===== config.mk =====
export PLATFORM = sky130hd
export DESIGN_NAME = iolt_top
export DESIGN_NICKNAME = d
export VERILOG_FILES = /design/src/rtl/iolt_buf2.v /design/src/rtl/iolt_top.v
export VERILOG_INCLUDE_DIRS = /design/src /design/src/pkg
export SDC_FILE = /design/constraint.sdc
export NUM_CORES = 1
export LEC_CHECK = 0
export ABC_AREA = 1
export BUFFER_PORTS_ARGS = -buffer_cell sky130_fd_sc_hd__buf_2
export CORE_AREA = 2 2 138 140
export DETAILED_ROUTE_END_ITERATION = 8
export DIE_AREA = 0 0 140 142
export PLACE_DENSITY = 0.58
export REMOVE_ABC_BUFFERS = 1
export SETUP_SLACK_MARGIN = 0.2
export SYNTH_ARGS = -nofsm -noshare
export SYNTH_HDL_FRONTEND = slang
export SYNTH_SLANG_ARGS = --single-unit

===== constraint.sdc =====
create_clock -name clk -period 7.2 [get_ports clk]
set_clock_uncertainty 0.1 [all_clocks]
set_input_delay 2.16 -clock clk [delete_from_list [all_inputs] [get_ports clk]]
set_output_delay 2.16 -clock clk [all_outputs]
set_load 0.05 [all_outputs]

===== src/pkg/iolt_map.vh =====
`ifndef IOLT_MAP_VH
`define IOLT_MAP_VH

// Clock and timing.
`define IOLT_CLK_PERIOD_NS   4
`define IOLT_CLK_KHZ         250000
`define IOLT_WAKE_DET_NS     80000
`define IOLT_WAKE_DET_CYCLES (`IOLT_WAKE_DET_NS / `IOLT_CLK_PERIOD_NS)
`define IOLT_WAKE_OUT_NS     200000
`define IOLT_WAKE_OUT_CYCLES (`IOLT_WAKE_OUT_NS / `IOLT_CLK_PERIOD_NS)

// Host clock divider field codes.
`define IOLT_DIV_W           3
`define IOLT_DIV_3M686       3'h0
`define IOLT_DIV_14M74       3'h1
`define IOLT_DIV_7M37        3'h2
`define IOLT_DIV_1M843       3'h3
`define IOLT_DIV_RESET       3'h0

// Host clock frequencies in kHz and phase increments of a 32-bit accumulator.
`define IOLT_F_14M74_KHZ     64'd14740
`define IOLT_F_7M37_KHZ      64'd7370
`define IOLT_F_3M686_KHZ     64'd3686
`define IOLT_F_1M843_KHZ     64'd1843
`define IOLT_INC(f)          (((f) << 32) / 64'd250000)

// Trim field: signed, each step moves the increment by 2^TRIM_SHIFT.
`define IOLT_TRIM_W          8
`define IOLT_TRIM_SHIFT      8

// Bus mode values.
`define IOLT_MODE_SPI        1'b0
`define IOLT_MODE_I2C        1'b1

`endif


===== src/rtl/iolt_buf2.v =====
// Two-entry buffer with valid and ready on both sides.
module iolt_buf2 #(
  parameter W = 1
) (
  // Clock and reset.
  input  wire         clk,
  input  wire         rst,
  // Filling side.
  input  wire         in_valid,
  input  wire [W-1:0] in_data,
  output wire         in_ready,
  // Draining side.
  output wire         out_valid,
  output wire [W-1:0] out_data,
  input  wire         out_ready
);

  reg  [W-1:0] mem_q [0:1];
  reg          wr_q;
  reg          rd_q;
  reg  [1:0]   cnt_q;
  wire         push;
  wire         pop;

  assign in_ready  = (cnt_q != 2'h2);
  assign out_valid = (cnt_q != 2'h0);
  assign out_data  = mem_q[rd_q];
  assign push      = in_valid & in_ready;
  assign pop       = out_valid & out_ready;

  always @(posedge clk) begin
    if (rst) begin
      wr_q     <= 1'b0;
      rd_q     <= 1'b0;
      cnt_q    <= 2'h0;
      mem_q[0] <= {W{1'b0}};
      mem_q[1] <= {W{1'b0}};
    end else begin
      if (push) begin
        mem_q[wr_q] <= in_data;
        wr_q        <= ~wr_q;
      end
      if (pop) begin
        rd_q <= ~rd_q;
      end
      if (push & ~pop) begin
        cnt_q <= cnt_q + 2'h1;
      end else if (pop & ~push) begin
        cnt_q <= cnt_q - 2'h1;
      end
    end
  end

endmodule


===== src/rtl/iolt_top.v =====
`include "iolt_map.vh"

// Behaviour
// - Valid wake-up drives wake request low 200us.
// - SPI: serial out is data, tristated when select high.
// - I2C: serial out becomes open-drain bus data.
// - I2C: fixed select/input pin levels give address.
// - Port-select low means SPI, high means I2C.
// - Receive output inverts line, direct when polarity inverted.
// - Line drives inverse of transmit, direct when inverted.
// - Driver active only with enable input and bit.
// - Host clock 3.686MHz default; divider selects others.
// - Trim field adjusts host clock frequency.
// - Line driver starts disabled after reset.
// - Opposite line level for 80us is wake-up.
// - Ignore wake-up during blanking after driven level change.
// - Interrupt output low while any status bit set.
module iolt_top #(
  parameter CW            = 17,
  parameter WAKE_DET_CYC  = `IOLT_WAKE_DET_CYCLES,
  parameter WAKE_OUT_CYC  = `IOLT_WAKE_OUT_CYCLES,
  parameter IRQ_W         = 8
) (
  // Clock and reset.
  input  wire                    clk,
  input  wire                    rst,
  // Control interface pins.
  input  wire                    port_select,
  input  wire                    sclk,
  input  wire                    select_or_addr_bit0,
  input  wire                    serial_in_or_addr_bit1,
  input  wire                    serial_out_or_bus_data_in,
  output reg                     serial_out_or_bus_data_out,
  output reg                     serial_out_or_bus_data_oe_n,
  output reg                     bus_mode_i2c,
  output reg  [1:0]              slave_addr_bits,
  // Outgoing serial bit stream from the register engine.
  input  wire                    tx_bit_valid,
  input  wire                    tx_bit,
  output wire                    tx_bit_ready,
  // UART side.
  input  wire                    uart_tx,
  input  wire                    line_drive_enable_in,
  output reg                     uart_rx,
  // Line pin.
  input  wire                    line_in,
  output reg                     line_out,
  output reg                     line_oe_n,
  // Configuration bits.
  input  wire                    line_polarity_invert,
  input  wire                    line_driver_enable_bit,
  input  wire                    wake_detect_disable,
  input  wire [CW-1:0]           blanking_cycles,
  input  wire [`IOLT_DIV_W-1:0]  host_clock_divider,
  input  wire [`IOLT_TRIM_W-1:0] host_clock_trim,
  input  wire [IRQ_W-1:0]        irq_status,
  // Status outputs.
  output reg                     wake_request_n,
  output reg                     irq_n,
  output reg                     host_clock
);

  localparam [31:0]   DET_W     = WAKE_DET_CYC;
  localparam [31:0]   OUT_W     = WAKE_OUT_CYC;
  localparam [CW-1:0] DET_MAX   = DET_W[CW-1:0];
  localparam [CW-1:0] OUT_MAX   = OUT_W[CW-1:0];
  // Phase increments are worked out wide and cut to the accumulator width.
  localparam [63:0]   INC_3M686 = `IOLT_INC(`IOLT_F_3M686_KHZ);
  localparam [63:0]   INC_14M74 = `IOLT_INC(`IOLT_F_14M74_KHZ);
  localparam [63:0]   INC_7M37  = `IOLT_INC(`IOLT_F_7M37_KHZ);
  localparam [63:0]   INC_1M843 = `IOLT_INC(`IOLT_F_1M843_KHZ);

  reg           sclk_q;
  reg  [CW-1:0] det_q;
  reg  [CW-1:0] blank_q;
  reg  [CW-1:0] wout_q;
  reg  [31:0]   acc_q;
  reg  [31:0]   inc_d;
  wire          line_out_d;
  wire          drv_on_d;
  wire          sclk_fall;
  wire          buf_valid;
  wire          buf_bit;
  wire          buf_pop;
  wire          opposite;
  wire [31:0]   trim_ext;

  // Outgoing serial bits pass a two-entry buffer so a stalled shift loses nothing.
  iolt_buf2 #(
    .W (1)
  ) u_buf (
    .clk       (clk),
    .rst       (rst),
    .in_valid  (tx_bit_valid),
    .in_data   (tx_bit),
    .in_ready  (tx_bit_ready),
    .out_valid (buf_valid),
    .out_data  (buf_bit),
    .out_ready (buf_pop)
  );

  assign sclk_fall = sclk_q & ~sclk;
  // A bit is shifted out only inside a host frame in SPI mode, or on any clock fall in I2C.
  assign buf_pop   = buf_valid & sclk_fall &
                     (bus_mode_i2c | ~select_or_addr_bit0);

  // Line path under one shared polarity setting.
  assign line_out_d = line_polarity_invert ? uart_tx : ~uart_tx;
  assign drv_on_d   = line_drive_enable_in & line_driver_enable_bit;
  assign opposite   = ~line_oe_n & (line_in != line_out);

  // Trim is signed and scaled onto the phase increment.
  assign trim_ext = {{(32-`IOLT_TRIM_W){host_clock_trim[`IOLT_TRIM_W-1]}},
                     host_clock_trim} << `IOLT_TRIM_SHIFT;

  always @* begin
    case (host_clock_divider)
      `IOLT_DIV_3M686: inc_d = INC_3M686[31:0];
      `IOLT_DIV_14M74: inc_d = INC_14M74[31:0];
      `IOLT_DIV_7M37:  inc_d = INC_7M37[31:0];
      `IOLT_DIV_1M843: inc_d = INC_1M843[31:0];
      default:         inc_d = 32'h0;
    endcase
    if (inc_d != 32'h0) begin
      inc_d = inc_d + trim_ext;
    end
  end

  always @(posedge clk) begin
    if (rst) begin
      sclk_q                      <= 1'b0;
      bus_mode_i2c                <= `IOLT_MODE_SPI;
      slave_addr_bits             <= 2'h0;
      serial_out_or_bus_data_out  <= 1'b0;
      serial_out_or_bus_data_oe_n <= 1'b1;
      uart_rx                     <= 1'b0;
      line_out                    <= 1'b0;
      line_oe_n                   <= 1'b1;
      det_q                       <= {CW{1'b0}};
      blank_q                     <= {CW{1'b0}};
      wout_q                      <= {CW{1'b0}};
      wake_request_n              <= 1'b1;
      irq_n                       <= 1'b1;
      acc_q                       <= 32'h0;
      host_clock                  <= 1'b0;
    end else begin
      sclk_q       <= sclk;
      bus_mode_i2c <= port_select;
      if (bus_mode_i2c) begin
        slave_addr_bits <= {serial_in_or_addr_bit1, select_or_addr_bit0};
      end
      // Serial output pin.
      if (bus_mode_i2c) begin
        serial_out_or_bus_data_out <= 1'b0;
        if (buf_pop) begin
          serial_out_or_bus_data_oe_n <= buf_bit;
        end
      end else begin
        if (buf_pop) begin
          serial_out_or_bus_data_out <= buf_bit;
        end
        serial_out_or_bus_data_oe_n <= select_or_addr_bit0;
      end
      // Receive and drive paths.
      uart_rx   <= line_polarity_invert ? line_in : ~line_in;
      line_out  <= line_out_d;
      line_oe_n <= ~drv_on_d;
      // Blanking restarts whenever the driven level changes.
      if (line_out_d != line_out) begin
        blank_q <= blanking_cycles;
      end else if (blank_q != {CW{1'b0}}) begin
        blank_q <= blank_q - {{(CW-1){1'b0}}, 1'b1};
      end
      // Wake-up detection on a held opposite level.
      if (!opposite || blank_q != {CW{1'b0}} || wake_detect_disable) begin
        det_q <= {CW{1'b0}};
      end else if (det_q != DET_MAX) begin
        det_q <= det_q + {{(CW-1){1'b0}}, 1'b1};
      end
      if (det_q == DET_MAX - {{(CW-1){1'b0}}, 1'b1} && opposite &&
          blank_q == {CW{1'b0}} && !wake_detect_disable && wout_q == {CW{1'b0}}) begin
        wout_q         <= OUT_MAX;
        wake_request_n <= 1'b0;
      end else if (wout_q != {CW{1'b0}}) begin
        wout_q <= wout_q - {{(CW-1){1'b0}}, 1'b1};
        if (wout_q == {{(CW-1){1'b0}}, 1'b1}) begin
          wake_request_n <= 1'b1;
        end
      end
      irq_n <= ~(|irq_status);
      // Host clock from a phase accumulator.
      if (inc_d == 32'h0) begin
        acc_q      <= 32'h0;
        host_clock <= 1'b0;
      end else begin
        acc_q      <= acc_q + inc_d;
        host_clock <= acc_q[31];
      end
    end
  end

endmodule


**After elaboration in Yosys (flattened, before gate mapping)**

Memories as Yosys holds them, arrays and structs flattened. A register that Yosys moved wholly into a read port is not among the register bits.
Index checks and enable logic that the tools add are counted.

- Register bits after elaboration: 99
- Bits in writable memories: 2
- Input port bits: 51
- Output and inout port bits: 12
- Logic and storage cells: 110
- Memories kept: 1

Memory list:

| memory | depth | bits a word | rd ports | clocked after memory_dff | wr ports | RTL line | source |
|---|---|---|---|---|---|---|---|
| u_buf.mem_q | 2 | 1 | 1 | 1 | 2 | iolt_buf2.v:18 | `reg [W-1:0] mem_q [0:1];` |

- Add/subtract/negate cells: 7
- Equality and inequality tests: 10
- Mux-type cells: 25
- Bitwise logic cells: 21
- Reductions and logical operators: 27

Operators by type and width:

| operator | count |
|---|---|
| 28-bit case mux with 4 select lines | 1 |
| 32-bit adder | 2 |
| 17-bit zero test | 2 |
| 17-bit two-way mux | 2 |
| 17-bit nonzero test | 2 |
| 17-bit by 1-bit subtractor with 17-bit output, second input constant | 2 |
| 32-bit zero test | 1 |
| 16-bit two-way mux | 2 |
| 32-bit two-way mux | 1 |
| 32-bit nonzero test | 1 |
| 17-bit by 1-bit adder with 17-bit output, second input constant | 1 |
| 17-bit by 1-bit equality test with 1-bit output, second input constant | 1 |
| 17-bit by 15-bit equality test with 1-bit output, second input constant | 1 |
| 1-bit two-way mux | 17 |
| 17-bit by 15-bit != test with 1-bit output, second input constant | 1 |
| 1-bit NOT | 11 |
| 2-bit nonzero test | 5 |
| 1-bit bitwise AND | 9 |
| 2-bit OR reduction | 4 |
| 8-bit OR reduction | 1 |
| 3-bit by 2-bit equality test with 1-bit output, second input constant | 2 |
| 1-bit logical AND | 4 |
| 2-bit two-way mux | 2 |
| 3-bit by 1-bit equality test with 1-bit output, second input constant | 1 |
| other kinds (11) | 14 |

**Logic depth before layout (Yosys ltp)**

- Depth in word-level cells: 8
- Mapped depth: 32
- Mapped depth without buffers: 31

**Modules after synthesis**

A second synthesis with hierarchy kept.

- Cell total of the unflattened synthesis: 1126
- Area total of the unflattened synthesis: 7404.6 um^2

By module, submodules not included:

| module | times used | cells each | area an instance (um^2) | seq. area each (um^2) |
|---|---|---|---|---|
| iolt_top | 1 | 1083 | 7043.0 | 1901.8 |
| iolt_buf2 | 1 | 43 | 361.6 | 160.2 |

**Least setup slack after synthesis**

OpenSTA, ideal clock, no wires.

- Path type: input to register
- Start point: input host_clock_divider[2]
- End point: register acc_q[31]
- Setup time: 0.115 ns
- Arrival time: 5.523 ns
- Required time: 6.985 ns
- Setup slack: 1.462 ns
- Cell stages on the path: 32
- Path buffers: 1
- Path through: clkbuf_1 clkinv_1 nand2_1 nor2_1 inv_1 nand2_1 ha_1 fa_1 nand2_1 nor3_2 nand2_1 a21oi_2 nand2_1 nand2_1 nand2_1 nand2_2 nand2_1 nand2_1 nand2_1 inv_1 nor2_1 ha_1 nand2_1 inv_1 a21oi_1 inv_1 a21oi_1 nand2_1 a21oi_1 nand3_1 nand2_1 nor2_1

- Longest elaborated chain between the ends: 6
- Elaborated cells on any way between the ends: 11
- Those cells by class: add/sub (2); eq/ne (3); mux (2); reduce/logical (4)

RTL lines:

| element | RTL line | source |
|---|---|---|
| start: declaration | iolt_top.v:54 | `` input wire [`IOLT_DIV_W-1:0] host_clock_divider, `` |
| 3-bit by 2-bit equality test with 1-bit output, or another cell as far along | iolt_top.v:117 | `case (host_clock_divider)` |
| 28-bit case mux with 4 select lines (*) | iolt_top.v:117 |  |
| 32-bit adder or 32-bit nonzero test (tied branches) | iolt_top.v:125, iolt_top.v:124 |  |
| 32-bit two-way mux (*) | iolt_top.v:124 | `if (inc_d != 32'h0) begin` |
| parallel branches: the longest is 2 deep, another holds 32-bit adder | n/a |  |
| end signal: assignment | iolt_top.v:196 | `acc_q <= acc_q + inc_d;` |
| end: declaration | iolt_top.v:77 | `reg [31:0] acc_q;` |

Mark *: on every way between the ends.
A chain may end at the register's enable or synchronous reset.

**Final worst setup path**

- Start point: input host_clock_divider[2]
- End point: register acc_q[27]

Same word-level chain as after synthesis.

==> impl_results.md <==
* Row count at 50
* Worst path required time at approximately 7.4 ns
* Number of primary I/O pins at 63
* Area share of the largest cell type after synthesis at 27.77%
* Largest area contributor in the netlist: dfxtp_1
* Vias in the first global route at about 6,400
* Clock tree sinks at 102
* PostCTS Resize Cnt at 0
* Core footprint at approximately 0.018 sq mm
* Unrepaired setup endpoints after global routing: no
* Setup_tns at 0 ns
* CTS tree: done
* Syn Inst Count at between 1,000 and 1,500
* Post-synth EDFFs at 2
* Worst VDD drop at 0.1253 mV
* Slew HR at about 64%
* Initial Util at about two fifths
* Crit Path Max Fanout at 12
* Share of layout cells above drive strength 1 at 10.85%
* Synth top area cells: dfxtp_1 (28%), nand2_1 (12%), ha_1 (9.0%)
* Global-route wire length before repair at just over 30,000 um
* Final Cycle Share at a little under nine tenths
* Setup bufs post-CTS at 0
* Post-synthesis register bit count at slightly above 100
* DR pass1 iterations at 5
* DRC at 0
* Nature of the critical path startpoint: input port
* Ys flop type: dfxtp_1
* Layout Area Growth over Synthesis at 11.65%
* Fin. Hold Viols at 0
* Clk pin slew, worst setup/hold paths at 0.08 ns
* Total grt overflow at 0
* MaxCap Viol Count at 0
* Overall power at between 0.0015 and 0.002 W
* Critical path's most frequent cell: nand2_1
* Synth cell types at between 40 and 50
* Mapped cell area at about 0.0072 sq mm
* Overall die height at between 100 and 150 um
* CP Capture Type: register
* Final Critical Period at 6.218 ns
* Largest net degree at the start of global routing at 27
* CP Class: input port to register
* HP Class: register to register
* Slowest CP cell: nor2_1
* Worst endpoint data arrival time at between 6 and 7 ns
* Worst-margin pin slew at around 0.54 ns
* Clk Latency, worst-skew pair at between 0.3 and 0.4 ns
* YS warnings at 0
* DRT Wirelength at 18,050 um
* Placement Setup Slack at 0.6882 ns
* CTS buffer count at 9
* Avg Synthesized Cell Area at 6.566 sq um
* Fillers at between 1,500 and 2,000
* Pwr dens at 228.5 mW/mm^2
* # nets final at 1,261
* Vias per inst at between 4 and 5
* Final max-slew violation count at 0
* ANT nets after route at 0
* Gpl congestion at around 0.90
* Antenna violations before repair at 0
* Ys async rst share at 0%
* Clock Path Buffers at 2
* Synth cell count leaders: nand2_1 (233), nor2_1 (154), inv_1 (139)
* Vias at roughly 6,900
* Top-count cell post-synth: nand2_1
* Slowest stage delay, CP at 0.31 ns
* H-tree Lvls at 3
* LEAKAGE at 3.773 nW
* Final setup margin at between 0.9 and 1 ns
* Die width at approximately 140 um
* Fmax at approximately 160 MHz
* Die area at 0.01988 sq mm
* I/O Buffers at between 60 and 70
* Outcome: finished clean
* Cts hold-fix bufs at 0
* Final setup vio count at 0
* Seq/Total Area, Yosys at between 20% and 30%
* DR iter-0 viols at 388
* Dpl hpwl at around 14,000 um
* Ant. Diodes at 0
* GRT Util Overall at between 10% and 20%
* CTS root buf: clkbuf_16
* DR WL/cell at roughly 13 um
-- layout make-up --
type | instances | area, sq um | area share, %
Multi-Input combinational cell | 837 | 4528 | 56.26
Inverter | 143 | 536.8 | 6.669
Timing Repair Buffer | 63 | 320.3 | 3.979
Clock buffer | 9 | 225.2 | 2.798
Sequential cell | 102 | 2062 | 25.62
Clock inverter | 7 | 83.83 | 1.042
Tap cell | 234 | 292.8 | 3.637
-- critical path: cells and delay by family --
kind,cells,cell delay (ns)
AOI/OAI and AO/OA,5,0.88
buffers and inverters,5,0.57
adders and majority gates,3,0.68
and+or+nand+nor,18,2.08
-- power by group --
group / leakage [nW] / total [W] / switching [W] / internal (W)
Clock: 0.151 / 0.000506 / 0.000256 / 0.000250
Sequential: 0.840 / 0.000695 / 0.0000592 / 0.000636
Combinational: 2.78 / 0.000638 / 0.000409 / 0.000230
-- sequential cells by signal, summed over array words and instances, names as in the netlist, named ones only --
name,cells
det_q,17
slave_addr_bits,2
wake_request_n,1
line_out,1
uart_rx,1
wout_q,17
sclk_q,1
host_clock,1
u_buf.mem_q,2
irq_n,1
u_buf.wr_q,1
serial_out_or_bus_data_out,1
acc_q,32
serial_out_or_bus_data_oe_n,1
line_oe_n,1
u_buf.rd_q,1
bus_mode_i2c,1
u_buf.cnt_q,2
blank_q,17
-- kinds of logic after synthesis --
family,Yosys count,synth area share (%)
muxes,1,0.1562
DFF,102,28.60
xor gates and xnor gates,31,3.766
adders and majority gates,54,9.580
buffers and inverters,159,8.591
and+or+nand+nor,527,32.09
AOI/OAI and AO/OA,224,17.22
-- metal layers --
layer | vias up | share of wire, % | global-route usage, %
li1 | 3727 | - | -
met1 | 3049 | 52 | 25.68
met2 | 136 | 43 | 30.31
met3 | 18 | 3.7 | 3.062
met4 | 0 | 1.5 | 5.104
met5 | - | 0 | 0
-- worst paths after layout --
| path | from | to | slack (ns) | cells past startpoint |
|---|---|---|---|---|
| max | host_clock_divider[2] | acc_q[27] | 0.98 | 31 |
| min | acc_q[31] | host_clock | 0.37 | 2 |
| min reg2reg | acc_q[31] | host_clock | 0.37 | 2 |
| max reg2reg | acc_q[0] | acc_q[20] | 4.72 | 11 |
-- cells in the final DEF (no fill, tap or decap), types with 15 or more instances in the layout --
cell,count
nand2_1,233
nor2_1,154
inv_1,139
a21oi_1,110
dfxtp_1,100
o21ai_0,66
buf_2,61
ha_1,52
nand3_1,47
nor3_1,27
xor2_1,22
nor2_2,16
nand4_1,15
-- through the flow --
stage | area, sq um | util (%) | hold slack (ns) | instances
2_1_floorplan | 7127 | - | 0.3303 | 1082
3_3_place_gp | 7740 | 41.94 | 0.3586 | 1379
3_5_place_dp | 7740 | 41.94 | 0.3634 | 1379
4_1_cts | 8049 | 43.61 | 0.3738 | 1395
5_1_grt | 8049 | 43.61 | 0.3926 | 1395
6_report | 8049 | 43.61 | 0.3737 | 1395
Power figures use the tool's default switching activity.
